<file path="config.mk">
export PLATFORM = sky130hd
export DESIGN_NAME = flow_treatment_decode
export DESIGN_NICKNAME = d
export VERILOG_FILES = /design/src/hdl/flow_treatment_pkg.sv /design/src/hdl/treatment_word_if.sv /design/src/hdl/treatment_field_split.sv /design/src/hdl/flow_treatment_decode.sv
export SDC_FILE = /design/constraint.sdc
export NUM_CORES = 1
export LEC_CHECK = 0
export ABC_AREA = 1
export BUFFER_PORTS_ARGS = -buffer_cell sky130_fd_sc_hd__buf_4
export CORE_AREA = 2 2 243 245
export CTS_CLUSTER_DIAMETER = 30
export DETAILED_ROUTE_END_ITERATION = 7
export DIE_AREA = 0 0 245 247
export GPL_TIMING_DRIVEN = 0
export PLACE_DENSITY = 0.48
export SYNTH_ARGS = -nofsm -noshare
export SYNTH_HDL_FRONTEND = slang
export SYNTH_HIERARCHICAL = 1
export SYNTH_SLANG_ARGS = --single-unit
</file>
<file path="constraint.sdc">
create_clock -name mclk -period 23.1 [get_ports mclk]
set_input_delay 4.62 -clock mclk [delete_from_list [all_inputs] [get_ports mclk]]
set_output_delay 4.62 -clock mclk [all_outputs]
set_load 0.05 [all_outputs]
</file>
<file path="src/hdl/flow_treatment_pkg.sv">
// package: constants and field layout for the flow treatment decoder
package flow_treatment_pkg;
  // treatment word layout
  localparam int TW_WIDTH       = 16;
  localparam int DS_WIDTH       = 8;
  localparam int DS_LSB         = 8;
  localparam int FULL_BIT       = 7;
  localparam int REPL_BIT       = 6;
  localparam int MARK_BIT       = 5;
  localparam int DROP_BIT       = 4;
  localparam int HOST_BIT       = 3;
  localparam int QUEUE_LSB      = 0;
  localparam int QUEUE_WIDTH    = 3;
  localparam int QT_WIDTH       = 5;
  localparam int DS_PART_WIDTH  = 6;
  localparam int NUM_QUEUES     = 8;
  localparam int PORTMAP_WIDTH  = 16;
  localparam int SLOT_WIDTH     = 4;
  localparam int ADDR_WIDTH     = 32;
  localparam int TPORT_WIDTH    = 16;
  localparam int KEY_WIDTH      = 2 * ADDR_WIDTH + 2 * TPORT_WIDTH + SLOT_WIDTH;
  localparam int CAM_KEY_WIDTH  = 64;
  localparam int ROUTE_TRITS    = 32;
  localparam int INDEX_WIDTH    = 16;
  localparam int REASON_WIDTH   = 8;
  localparam logic [SLOT_WIDTH-1:0] HOST_SLOT = 4'h0;
  localparam logic [REASON_WIDTH-1:0] REASON_FLOW_DIVERT = 8'h01;
  localparam logic [REASON_WIDTH-1:0] REASON_NONE        = 8'h00;

  // register map, byte addresses
  localparam logic [11:0] CTRL_OFFSET       = 12'h000;
  localparam logic [11:0] STATUS_OFFSET     = 12'h004;
  localparam logic [11:0] DROP_CNT_OFFSET   = 12'h008;
  localparam logic [11:0] DIVERT_CNT_OFFSET = 12'h00c;
  localparam logic [11:0] LAST_TW_OFFSET    = 12'h010;
  localparam logic [11:0] FWD_CNT_OFFSET    = 12'h014;
  localparam int CTRL_MCAST_BIT  = 0;
  localparam int CTRL_ENABLE_BIT = 1;
  localparam logic [31:0] CTRL_RESET = 32'h0000_0002;
  localparam logic [1:0] RESP_OKAY   = 2'h0;
  localparam logic [1:0] RESP_SLVERR = 2'h2;
endpackage

</file>
<file path="src/hdl/treatment_word_if.sv">
// interface: decoded fields of one treatment word
`timescale 1ns/1ps
interface treatment_word_if;
  logic [flow_treatment_pkg::TW_WIDTH-1:0]      word;
  logic [flow_treatment_pkg::DS_WIDTH-1:0]      ds_value;
  logic                                          full_width_replace;
  logic                                          replace_req;
  logic                                          access_mark;
  logic                                          drop;
  logic                                          host_divert;
  logic [flow_treatment_pkg::QUEUE_WIDTH-1:0]   queue_num;
  modport decoder (input word, output ds_value, full_width_replace, replace_req, access_mark, drop,
                   host_divert, queue_num);
  modport user    (output word, input ds_value, full_width_replace, replace_req, access_mark, drop,
                   host_divert, queue_num);
endinterface

</file>
<file path="src/hdl/treatment_field_split.sv">
// leaf: splits a treatment word into its fields
`timescale 1ns/1ps
module treatment_field_split #(
  parameter int DS_LSB_P    = flow_treatment_pkg::DS_LSB,
  parameter int FULL_BIT_P  = flow_treatment_pkg::FULL_BIT,
  parameter int REPL_BIT_P  = flow_treatment_pkg::REPL_BIT,
  parameter int MARK_BIT_P  = flow_treatment_pkg::MARK_BIT,
  parameter int DROP_BIT_P  = flow_treatment_pkg::DROP_BIT,
  parameter int HOST_BIT_P  = flow_treatment_pkg::HOST_BIT,
  parameter int QUEUE_LSB_P = flow_treatment_pkg::QUEUE_LSB
) (
  treatment_word_if.decoder tw
);
  assign tw.ds_value           = tw.word[DS_LSB_P +: flow_treatment_pkg::DS_WIDTH];
  assign tw.full_width_replace = tw.word[FULL_BIT_P];
  assign tw.replace_req        = tw.word[REPL_BIT_P];
  assign tw.access_mark        = tw.word[MARK_BIT_P];
  assign tw.drop               = tw.word[DROP_BIT_P];
  assign tw.host_divert        = tw.word[HOST_BIT_P];
  assign tw.queue_num          = tw.word[QUEUE_LSB_P +: flow_treatment_pkg::QUEUE_WIDTH];
endmodule

</file>
<file path="src/hdl/flow_treatment_decode.sv">
// top: per-packet treatment decode with an AXI4-Lite control slave
`timescale 1ns/1ps
module flow_treatment_decode #(
  parameter int DS_LSB_P    = flow_treatment_pkg::DS_LSB,
  parameter int FULL_BIT_P  = flow_treatment_pkg::FULL_BIT,
  parameter int REPL_BIT_P  = flow_treatment_pkg::REPL_BIT,
  parameter int MARK_BIT_P  = flow_treatment_pkg::MARK_BIT,
  parameter int DROP_BIT_P  = flow_treatment_pkg::DROP_BIT,
  parameter int HOST_BIT_P  = flow_treatment_pkg::HOST_BIT,
  parameter int QUEUE_LSB_P = flow_treatment_pkg::QUEUE_LSB
) (
  input  wire logic                                            mclk,
  input  wire logic                                            reset,
  // packet header in
  input  wire logic                                            pkt_valid,
  input  wire logic [flow_treatment_pkg::ADDR_WIDTH-1:0]       src_addr,
  input  wire logic [flow_treatment_pkg::ADDR_WIDTH-1:0]       dst_addr,
  input  wire logic [flow_treatment_pkg::TPORT_WIDTH-1:0]      src_tport,
  input  wire logic [flow_treatment_pkg::TPORT_WIDTH-1:0]      dst_tport,
  input  wire logic [flow_treatment_pkg::SLOT_WIDTH-1:0]       bus_slot_port,
  input  wire logic [flow_treatment_pkg::DS_WIDTH-1:0]         pkt_ds,
  input  wire logic                                            pkt_multicast,
  // lookup results in
  input  wire logic                                            flow_hit,
  input  wire logic [flow_treatment_pkg::TW_WIDTH-1:0]         flow_assoc_data,
  input  wire logic [flow_treatment_pkg::TW_WIDTH-1:0]         src_default_word,
  input  wire logic [flow_treatment_pkg::TW_WIDTH-1:0]         dst_default_word,
  input  wire logic [flow_treatment_pkg::PORTMAP_WIDTH-1:0]    route_portmap,
  input  wire logic [flow_treatment_pkg::SLOT_WIDTH-1:0]       mcast_expected_slot,
  input  wire logic [flow_treatment_pkg::INDEX_WIDTH-1:0]      route_match_index,
  input  wire logic [flow_treatment_pkg::INDEX_WIDTH-1:0]      transport_match_index,
  // lookup keys out
  output logic [flow_treatment_pkg::KEY_WIDTH-1:0]             flow_key,
  output logic [flow_treatment_pkg::CAM_KEY_WIDTH-1:0]         binary_flow_cam_key,
  output logic [flow_treatment_pkg::ROUTE_TRITS-1:0]           ternary_route_cam_key,
  output logic [flow_treatment_pkg::TPORT_WIDTH-1:0]           src_default_index,
  output logic [flow_treatment_pkg::TPORT_WIDTH-1:0]           dst_default_index,
  // write-back of accessed word
  output logic                                                 mark_wr,
  output logic [flow_treatment_pkg::TW_WIDTH-1:0]              mark_wr_word,
  // control bus out
  output logic                                                 out_valid,
  output logic                                                 out_drop,
  output logic [flow_treatment_pkg::PORTMAP_WIDTH-1:0]         out_portmap,
  output logic [flow_treatment_pkg::QUEUE_WIDTH-1:0]           out_queue,
  output logic [flow_treatment_pkg::DS_WIDTH-1:0]              out_ds,
  output logic [flow_treatment_pkg::REASON_WIDTH-1:0]          out_reason,
  output logic [flow_treatment_pkg::INDEX_WIDTH-1:0]           out_route_index,
  output logic [flow_treatment_pkg::INDEX_WIDTH-1:0]           out_transport_index,
  // AXI4-Lite slave
  input  wire logic [11:0]                                     s_axi_awaddr,
  input  wire logic                                            s_axi_awvalid,
  output logic                                                 s_axi_awready,
  input  wire logic [31:0]                                     s_axi_wdata,
  input  wire logic [3:0]                                      s_axi_wstrb,
  input  wire logic                                            s_axi_wvalid,
  output logic                                                 s_axi_wready,
  output logic [1:0]                                           s_axi_bresp,
  output logic                                                 s_axi_bvalid,
  input  wire logic                                            s_axi_bready,
  input  wire logic [11:0]                                     s_axi_araddr,
  input  wire logic                                            s_axi_arvalid,
  output logic                                                 s_axi_arready,
  output logic [31:0]                                          s_axi_rdata,
  output logic [1:0]                                           s_axi_rresp,
  output logic                                                 s_axi_rvalid,
  input  wire logic                                            s_axi_rready
);

  // compare queue numbers; lower number means higher priority
  function automatic logic first_wins(input logic [flow_treatment_pkg::QUEUE_WIDTH-1:0] qa,
                                      input logic [flow_treatment_pkg::QUEUE_WIDTH-1:0] qb);
    first_wins = (qa <= qb);
  endfunction

  // one decode of the register map, shared by the write and read sides
  function automatic logic reg_mapped(input logic [11:0] addr);
    reg_mapped = (addr == flow_treatment_pkg::CTRL_OFFSET) ||
                 (addr == flow_treatment_pkg::STATUS_OFFSET) ||
                 (addr == flow_treatment_pkg::DROP_CNT_OFFSET) ||
                 (addr == flow_treatment_pkg::DIVERT_CNT_OFFSET) ||
                 (addr == flow_treatment_pkg::LAST_TW_OFFSET) ||
                 (addr == flow_treatment_pkg::FWD_CNT_OFFSET);
  endfunction

  // control, statistics and capture registers
  logic [31:0] ctrl_reg;
  logic [31:0] drop_cnt_reg;
  logic [31:0] divert_cnt_reg;
  logic [31:0] fwd_cnt_reg;
  logic [flow_treatment_pkg::TW_WIDTH-1:0] last_tw_reg;
  logic        last_hit_reg;
  logic        last_mcast_fail_reg;

  // control bits decoded once, read by the fate and status logic
  wire mcast_check_en = ctrl_reg[flow_treatment_pkg::CTRL_MCAST_BIT]; // multicast_ingress_check
  wire decode_en      = ctrl_reg[flow_treatment_pkg::CTRL_ENABLE_BIT];

  // treatment word selection
  // both default words are read every cycle, hit or miss, so a miss costs no extra cycle
  wire [flow_treatment_pkg::QUEUE_WIDTH-1:0] src_q =
    src_default_word[QUEUE_LSB_P +: flow_treatment_pkg::QUEUE_WIDTH];
  wire [flow_treatment_pkg::QUEUE_WIDTH-1:0] dst_q =
    dst_default_word[QUEUE_LSB_P +: flow_treatment_pkg::QUEUE_WIDTH];
  wire [flow_treatment_pkg::TW_WIDTH-1:0] default_word =
    first_wins(src_q, dst_q) ? src_default_word : dst_default_word;
  // flow hit has precedence over the concurrent default read
  wire [flow_treatment_pkg::TW_WIDTH-1:0] chosen_word =
    flow_hit ? flow_assoc_data : default_word;

  // field split sits in its own module so the bit positions stay parameters
  treatment_word_if tw ();
  assign tw.word = chosen_word;
  treatment_field_split #(
    .DS_LSB_P    (DS_LSB_P),
    .FULL_BIT_P  (FULL_BIT_P),
    .REPL_BIT_P  (REPL_BIT_P),
    .MARK_BIT_P  (MARK_BIT_P),
    .DROP_BIT_P  (DROP_BIT_P),
    .HOST_BIT_P  (HOST_BIT_P),
    .QUEUE_LSB_P (QUEUE_LSB_P)
  ) u_split (
    .tw (tw.decoder)
  );

  // lookup keys, formed straight from the header
  assign flow_key = {src_addr, dst_addr, src_tport, dst_tport, bus_slot_port};
  // exact-match key holds the two ports and the folded addresses
  // limitation: the fold maps distinct address pairs onto one key
  assign binary_flow_cam_key = {src_addr ^ dst_addr, src_tport, dst_tport};
  assign ternary_route_cam_key = dst_addr;
  assign src_default_index     = src_tport;
  assign dst_default_index     = dst_tport;

  // packet fate
  // drop beats divert: a packet refused at ingress must not reach the host either
  wire mcast_fail = mcast_check_en && pkt_multicast && (bus_slot_port != mcast_expected_slot);
  wire drop_now   = tw.drop || mcast_fail;
  wire divert_now = tw.host_divert && !drop_now;

  // host port is one bit of the map, never merged with the route map
  logic [flow_treatment_pkg::PORTMAP_WIDTH-1:0] host_map;
  assign host_map = flow_treatment_pkg::PORTMAP_WIDTH'(1) << flow_treatment_pkg::HOST_SLOT;
  wire [flow_treatment_pkg::PORTMAP_WIDTH-1:0] portmap_next =
    drop_now ? '0 : (divert_now ? host_map : route_portmap);

  // per-bit DS merge on a replace request: upper six from the word, lower two only for full width
  logic [flow_treatment_pkg::DS_WIDTH-1:0] ds_next;
  genvar gi;
  generate
    for (gi = 0; gi < flow_treatment_pkg::DS_WIDTH; gi++) begin : g_ds
      localparam bit UPPER = gi >= (flow_treatment_pkg::DS_WIDTH - flow_treatment_pkg::DS_PART_WIDTH);
      assign ds_next[gi] = (tw.replace_req && (UPPER || tw.full_width_replace)) ?
                           tw.ds_value[gi] : pkt_ds[gi];
    end
  endgenerate

  // with decode off headers pass unseen: no result, no count, no write-back
  wire take = pkt_valid && decode_en;

  // result pulses stand for one cycle only
  always_ff @(posedge mclk or posedge reset) begin
    if (reset) begin
      out_valid <= 1'b0;
      mark_wr   <= 1'b0;
    end else begin
      out_valid <= take;
      mark_wr   <= take && flow_hit;
    end
  end

  // result fields hold until the next taken header
  always_ff @(posedge mclk or posedge reset) begin
    if (reset) begin
      out_drop            <= 1'b0;
      out_portmap         <= '0;
      out_queue           <= '0;
      out_ds              <= '0;
      out_reason          <= flow_treatment_pkg::REASON_NONE;
      out_route_index     <= '0;
      out_transport_index <= '0;
      mark_wr_word        <= '0;
    end else if (take) begin
      out_drop            <= drop_now;
      out_portmap         <= portmap_next;
      out_queue           <= tw.queue_num;
      out_ds              <= ds_next;
      out_reason          <= divert_now ? flow_treatment_pkg::REASON_FLOW_DIVERT
                                        : flow_treatment_pkg::REASON_NONE;
      out_route_index     <= route_match_index;
      out_transport_index <= transport_match_index;
      // whole word goes back, so the store needs no read-modify-write
      mark_wr_word        <= flow_assoc_data | (flow_treatment_pkg::TW_WIDTH'(1) << MARK_BIT_P);
    end
  end

  // statistics, counted only for taken headers
  always_ff @(posedge mclk or posedge reset) begin
    if (reset) begin
      drop_cnt_reg        <= '0;
      divert_cnt_reg      <= '0;
      fwd_cnt_reg         <= '0;
      last_tw_reg         <= '0;
      last_hit_reg        <= 1'b0;
      last_mcast_fail_reg <= 1'b0;
    end else if (take) begin
      drop_cnt_reg        <= drop_cnt_reg + 32'(drop_now);
      divert_cnt_reg      <= divert_cnt_reg + 32'(divert_now);
      fwd_cnt_reg         <= fwd_cnt_reg + 32'(!drop_now && !divert_now);
      last_tw_reg         <= chosen_word;
      last_hit_reg        <= flow_hit;
      last_mcast_fail_reg <= mcast_fail;
    end
  end

  // register bus, write side
  logic        aw_held_reg;
  logic [11:0] aw_addr_reg;
  logic        w_held_reg;
  logic [31:0] w_data_reg;
  logic [3:0]  w_strb_reg;
  logic        bvalid_reg;
  logic [1:0]  bresp_reg;

  // one write in flight: both channels stall until the response is taken
  assign s_axi_awready = !aw_held_reg && !bvalid_reg;
  assign s_axi_wready  = !w_held_reg && !bvalid_reg;
  assign s_axi_bvalid  = bvalid_reg;
  assign s_axi_bresp   = bresp_reg;

  wire        wr_fire   = aw_held_reg && w_held_reg && !bvalid_reg;
  wire        wr_ctrl   = wr_fire && (aw_addr_reg == flow_treatment_pkg::CTRL_OFFSET);
  wire        wr_mapped = reg_mapped(aw_addr_reg);

  // byte strobes honoured on the one writable register
  logic [31:0] ctrl_next;
  generate
    for (gi = 0; gi < 4; gi++) begin : g_strb
      assign ctrl_next[gi*8 +: 8] = w_strb_reg[gi] ? w_data_reg[gi*8 +: 8] : ctrl_reg[gi*8 +: 8];
    end
  endgenerate

  always_ff @(posedge mclk or posedge reset) begin
    if (reset) begin
      aw_held_reg <= 1'b0;
      aw_addr_reg <= '0;
      w_held_reg  <= 1'b0;
      w_data_reg  <= '0;
      w_strb_reg  <= '0;
      bvalid_reg  <= 1'b0;
      bresp_reg   <= flow_treatment_pkg::RESP_OKAY;
    end else begin
      if (s_axi_awvalid && s_axi_awready) begin
        aw_held_reg <= 1'b1;
        aw_addr_reg <= {s_axi_awaddr[11:2], 2'h0};
      end
      if (s_axi_wvalid && s_axi_wready) begin
        w_held_reg <= 1'b1;
        w_data_reg <= s_axi_wdata;
        w_strb_reg <= s_axi_wstrb;
      end
      if (wr_fire) begin
        aw_held_reg <= 1'b0;
        w_held_reg  <= 1'b0;
        bvalid_reg  <= 1'b1;
        bresp_reg   <= wr_mapped ? flow_treatment_pkg::RESP_OKAY : flow_treatment_pkg::RESP_SLVERR;
      end else if (bvalid_reg && s_axi_bready) begin
        bvalid_reg <= 1'b0;
      end
    end
  end

  // only the two control bits are kept; the rest reads zero
  always_ff @(posedge mclk or posedge reset) begin
    if (reset) begin
      ctrl_reg <= flow_treatment_pkg::CTRL_RESET;
    end else if (wr_ctrl) begin
      ctrl_reg <= ctrl_next & 32'h0000_0003;
    end
  end

  // register bus, read side
  // one read in flight; the next address waits until the data is taken
  logic        rvalid_reg;
  logic [31:0] rdata_reg;
  logic [1:0]  rresp_reg;
  assign s_axi_arready = !rvalid_reg;
  assign s_axi_rvalid  = rvalid_reg;
  assign s_axi_rdata   = rdata_reg;
  assign s_axi_rresp   = rresp_reg;

  wire [11:0] ra = {s_axi_araddr[11:2], 2'h0};
  // status holds the enable bit and the hit and multicast-fail flags of the last taken header
  wire [31:0] status_word = {29'h0, last_mcast_fail_reg, last_hit_reg, decode_en};
  wire        rd_ok       = reg_mapped(ra);
  logic [31:0] rd_mux;
  // unmapped offsets read zero and answer with an error
  always_comb begin
    rd_mux = 32'h0;
    if (ra == flow_treatment_pkg::CTRL_OFFSET) begin
      rd_mux = ctrl_reg;
    end else if (ra == flow_treatment_pkg::STATUS_OFFSET) begin
      rd_mux = status_word;
    end else if (ra == flow_treatment_pkg::DROP_CNT_OFFSET) begin
      rd_mux = drop_cnt_reg;
    end else if (ra == flow_treatment_pkg::DIVERT_CNT_OFFSET) begin
      rd_mux = divert_cnt_reg;
    end else if (ra == flow_treatment_pkg::LAST_TW_OFFSET) begin
      rd_mux = {16'h0, last_tw_reg};
    end else if (ra == flow_treatment_pkg::FWD_CNT_OFFSET) begin
      rd_mux = fwd_cnt_reg;
    end
  end

  always_ff @(posedge mclk or posedge reset) begin
    if (reset) begin
      rvalid_reg <= 1'b0;
      rdata_reg  <= '0;
      rresp_reg  <= flow_treatment_pkg::RESP_OKAY;
    end else if (s_axi_arvalid && s_axi_arready) begin
      rvalid_reg <= 1'b1;
      rdata_reg  <= rd_mux;
      rresp_reg  <= rd_ok ? flow_treatment_pkg::RESP_OKAY : flow_treatment_pkg::RESP_SLVERR;
    end else if (rvalid_reg && s_axi_rready) begin
      rvalid_reg <= 1'b0;
    end
  end

endmodule

</file>
==> flow_summary.ini <==
[sta]
finalHoldViolations = 0
worst_slew_pin_slew_ps = 723
clock_skew_ps = 21.8
setup_viol = 0
max_freq_mhz = 103
finalCriticalPeriod_ps = 9750
max-slew-margin-rel_pct = 51.7
fin_crit_sh_pct = 42.2
fin_setup_tns_ps = 0
rsz0062_at_grt = false
drv_slew = 0

[final_layout]
antenna_cells = 0
final_area_mm2 = 0.0222
final_common_cell = buf_4
fin_nets = 2739
final_core_util_pct = 38.2
drive_gt1_share_pct = 40.1
final_cell_mix = buf_4 (778), nand2_1 (519), dfrtp_1 (245)
syn_to_final_growth_pct = 52.1

[clock_network]
cts.reportedPaths.clkPinSlew_ps = 40
cts_buffers = 72
cts_hold_buffers = 0
clk_latency_ps = 580
cts_max_level = 3
cts_root_buffer = clkbuf_16
cts.sinks = 246
cts_tree = built
cts-resized-gates = 0
clock_path_buffers = 3
cts_setup_buffers = 0

[placed_design]
place.gp.congestion = 0.903
dp_hpwl_mm = 41.0
dpl_cell_area_mm2 = 0.0198
io_buffers = 554

[route]
drtAntennaViolNets = 0
post_drt_via_cell_ratio = 4.21
avgRoutedWirePerCell_um = 15.8
drtIter0Drc = 589
dr.pass1.iters = 5
vias = 13800
remaining_drc_errors = 0
routed_wl_mm = 51.8

[yosys]
syn_area_mm2 = 0.0146
syn_avg_cell_area_um2 = 8.06
yosys_warnings = 6
netlist_instances = 1813

[die]
ios = 633
die_h_um = 247
core_mm2 = 0.0582
die_w_um = 245
dieArea_mm2 = 0.0605
initial_utilization_pct = 25.1
fp-row-count = 89

[grt]
grt_max_degree = 98
grt_pass1_vias = 13600
grt_pass1_wl_mm = 77.4
grt_antenna_before_repair = 0
grt-ovfl-total = 0
grt_use_total_pct = 16.5

[power]
p_leak_nw = 11.9
vdd_ir_drop_max_mv = 0.0419
powerDensity_mw_per_mm2 = 79.0

[worst_hold_path]
hp-start = out_transport_index[5]
min_path_type = flop to flop

[setup_path]
end_kind = primary output
worstSetupStartpointType = input pin
required_ps = 18480
worstSetupStartpoint = dst_addr[0]
timing.rr.start = ctrl_reg[0]
cp_max_fo = 3
crit_arrival_ps = 5130
worstSetupPathType = input pin to primary output

[outcome]
status = complete, no violations

[flow_run]
max_cap_viol_count = 0
-- area by class of cell --
type | count | area (um2)
buffer | 269 | 1930
fill | 6045 | 36000
clock buffer | 95 | 2040
multi-input combinational | 1155 | 5990
clock inverter | 33 | 348
tap | 773 | 967
timing repair buffer | 556 | 4210
inverter | 151 | 579
sequential | 246 | 6160
-- critical path, stage by stage --
cell    delay, ps
buf_4         120
xor2_1        170
buf_4         220
-- report_power, final --
group	total [W]	switching [W]	internal (W)
Combinational	0.000322	0.000204	0.000117
Clock	0.000967	0.000302	0.000665
Sequential	0.000467	0.0000122	0.000454
Total	0.00176	0.000519	0.00124
-- final timing paths --
path / cells after the start / to / slack [ps]
max: 3 / binary_flow_cam_key[32] / 13350
min: 2 / out_transport_index[5] / 480
max reg2reg: 15 / fwd_cnt_reg[24] / 20380
min reg2reg: 2 / out_transport_index[5] / 480
max in group asynchronous: 3 / drop_cnt_reg[21] / 18090
min in group asynchronous: 2 / out_portmap[5] / 4100
-- metrics by stage --
stage                     hold WS, ps  instances  total power, W  worst slack [ps]
final                             475       3278         0.00176             13350
after floorplan                   446       1821        0.000685             11720
after CTS                         479       3278         0.00178             13330
after global placement            460       3148        0.000793              8220
after global routing              484       3278         0.00182             13300
after detailed placement          466       3150        0.000798             13340
-- routing by layer --
metal,wire length (um),vias to the layer above,share of wire [%],GRT usage (%)
li1,-,6818,-,-
met1,21400,6467,41,20.2
met2,25400,446,49,27.8
met3,3790,67,7.3,4.75
met4,1090,0,2.1,5.69
met5,0,-,0,0
(Power assumes the default switching activity.)
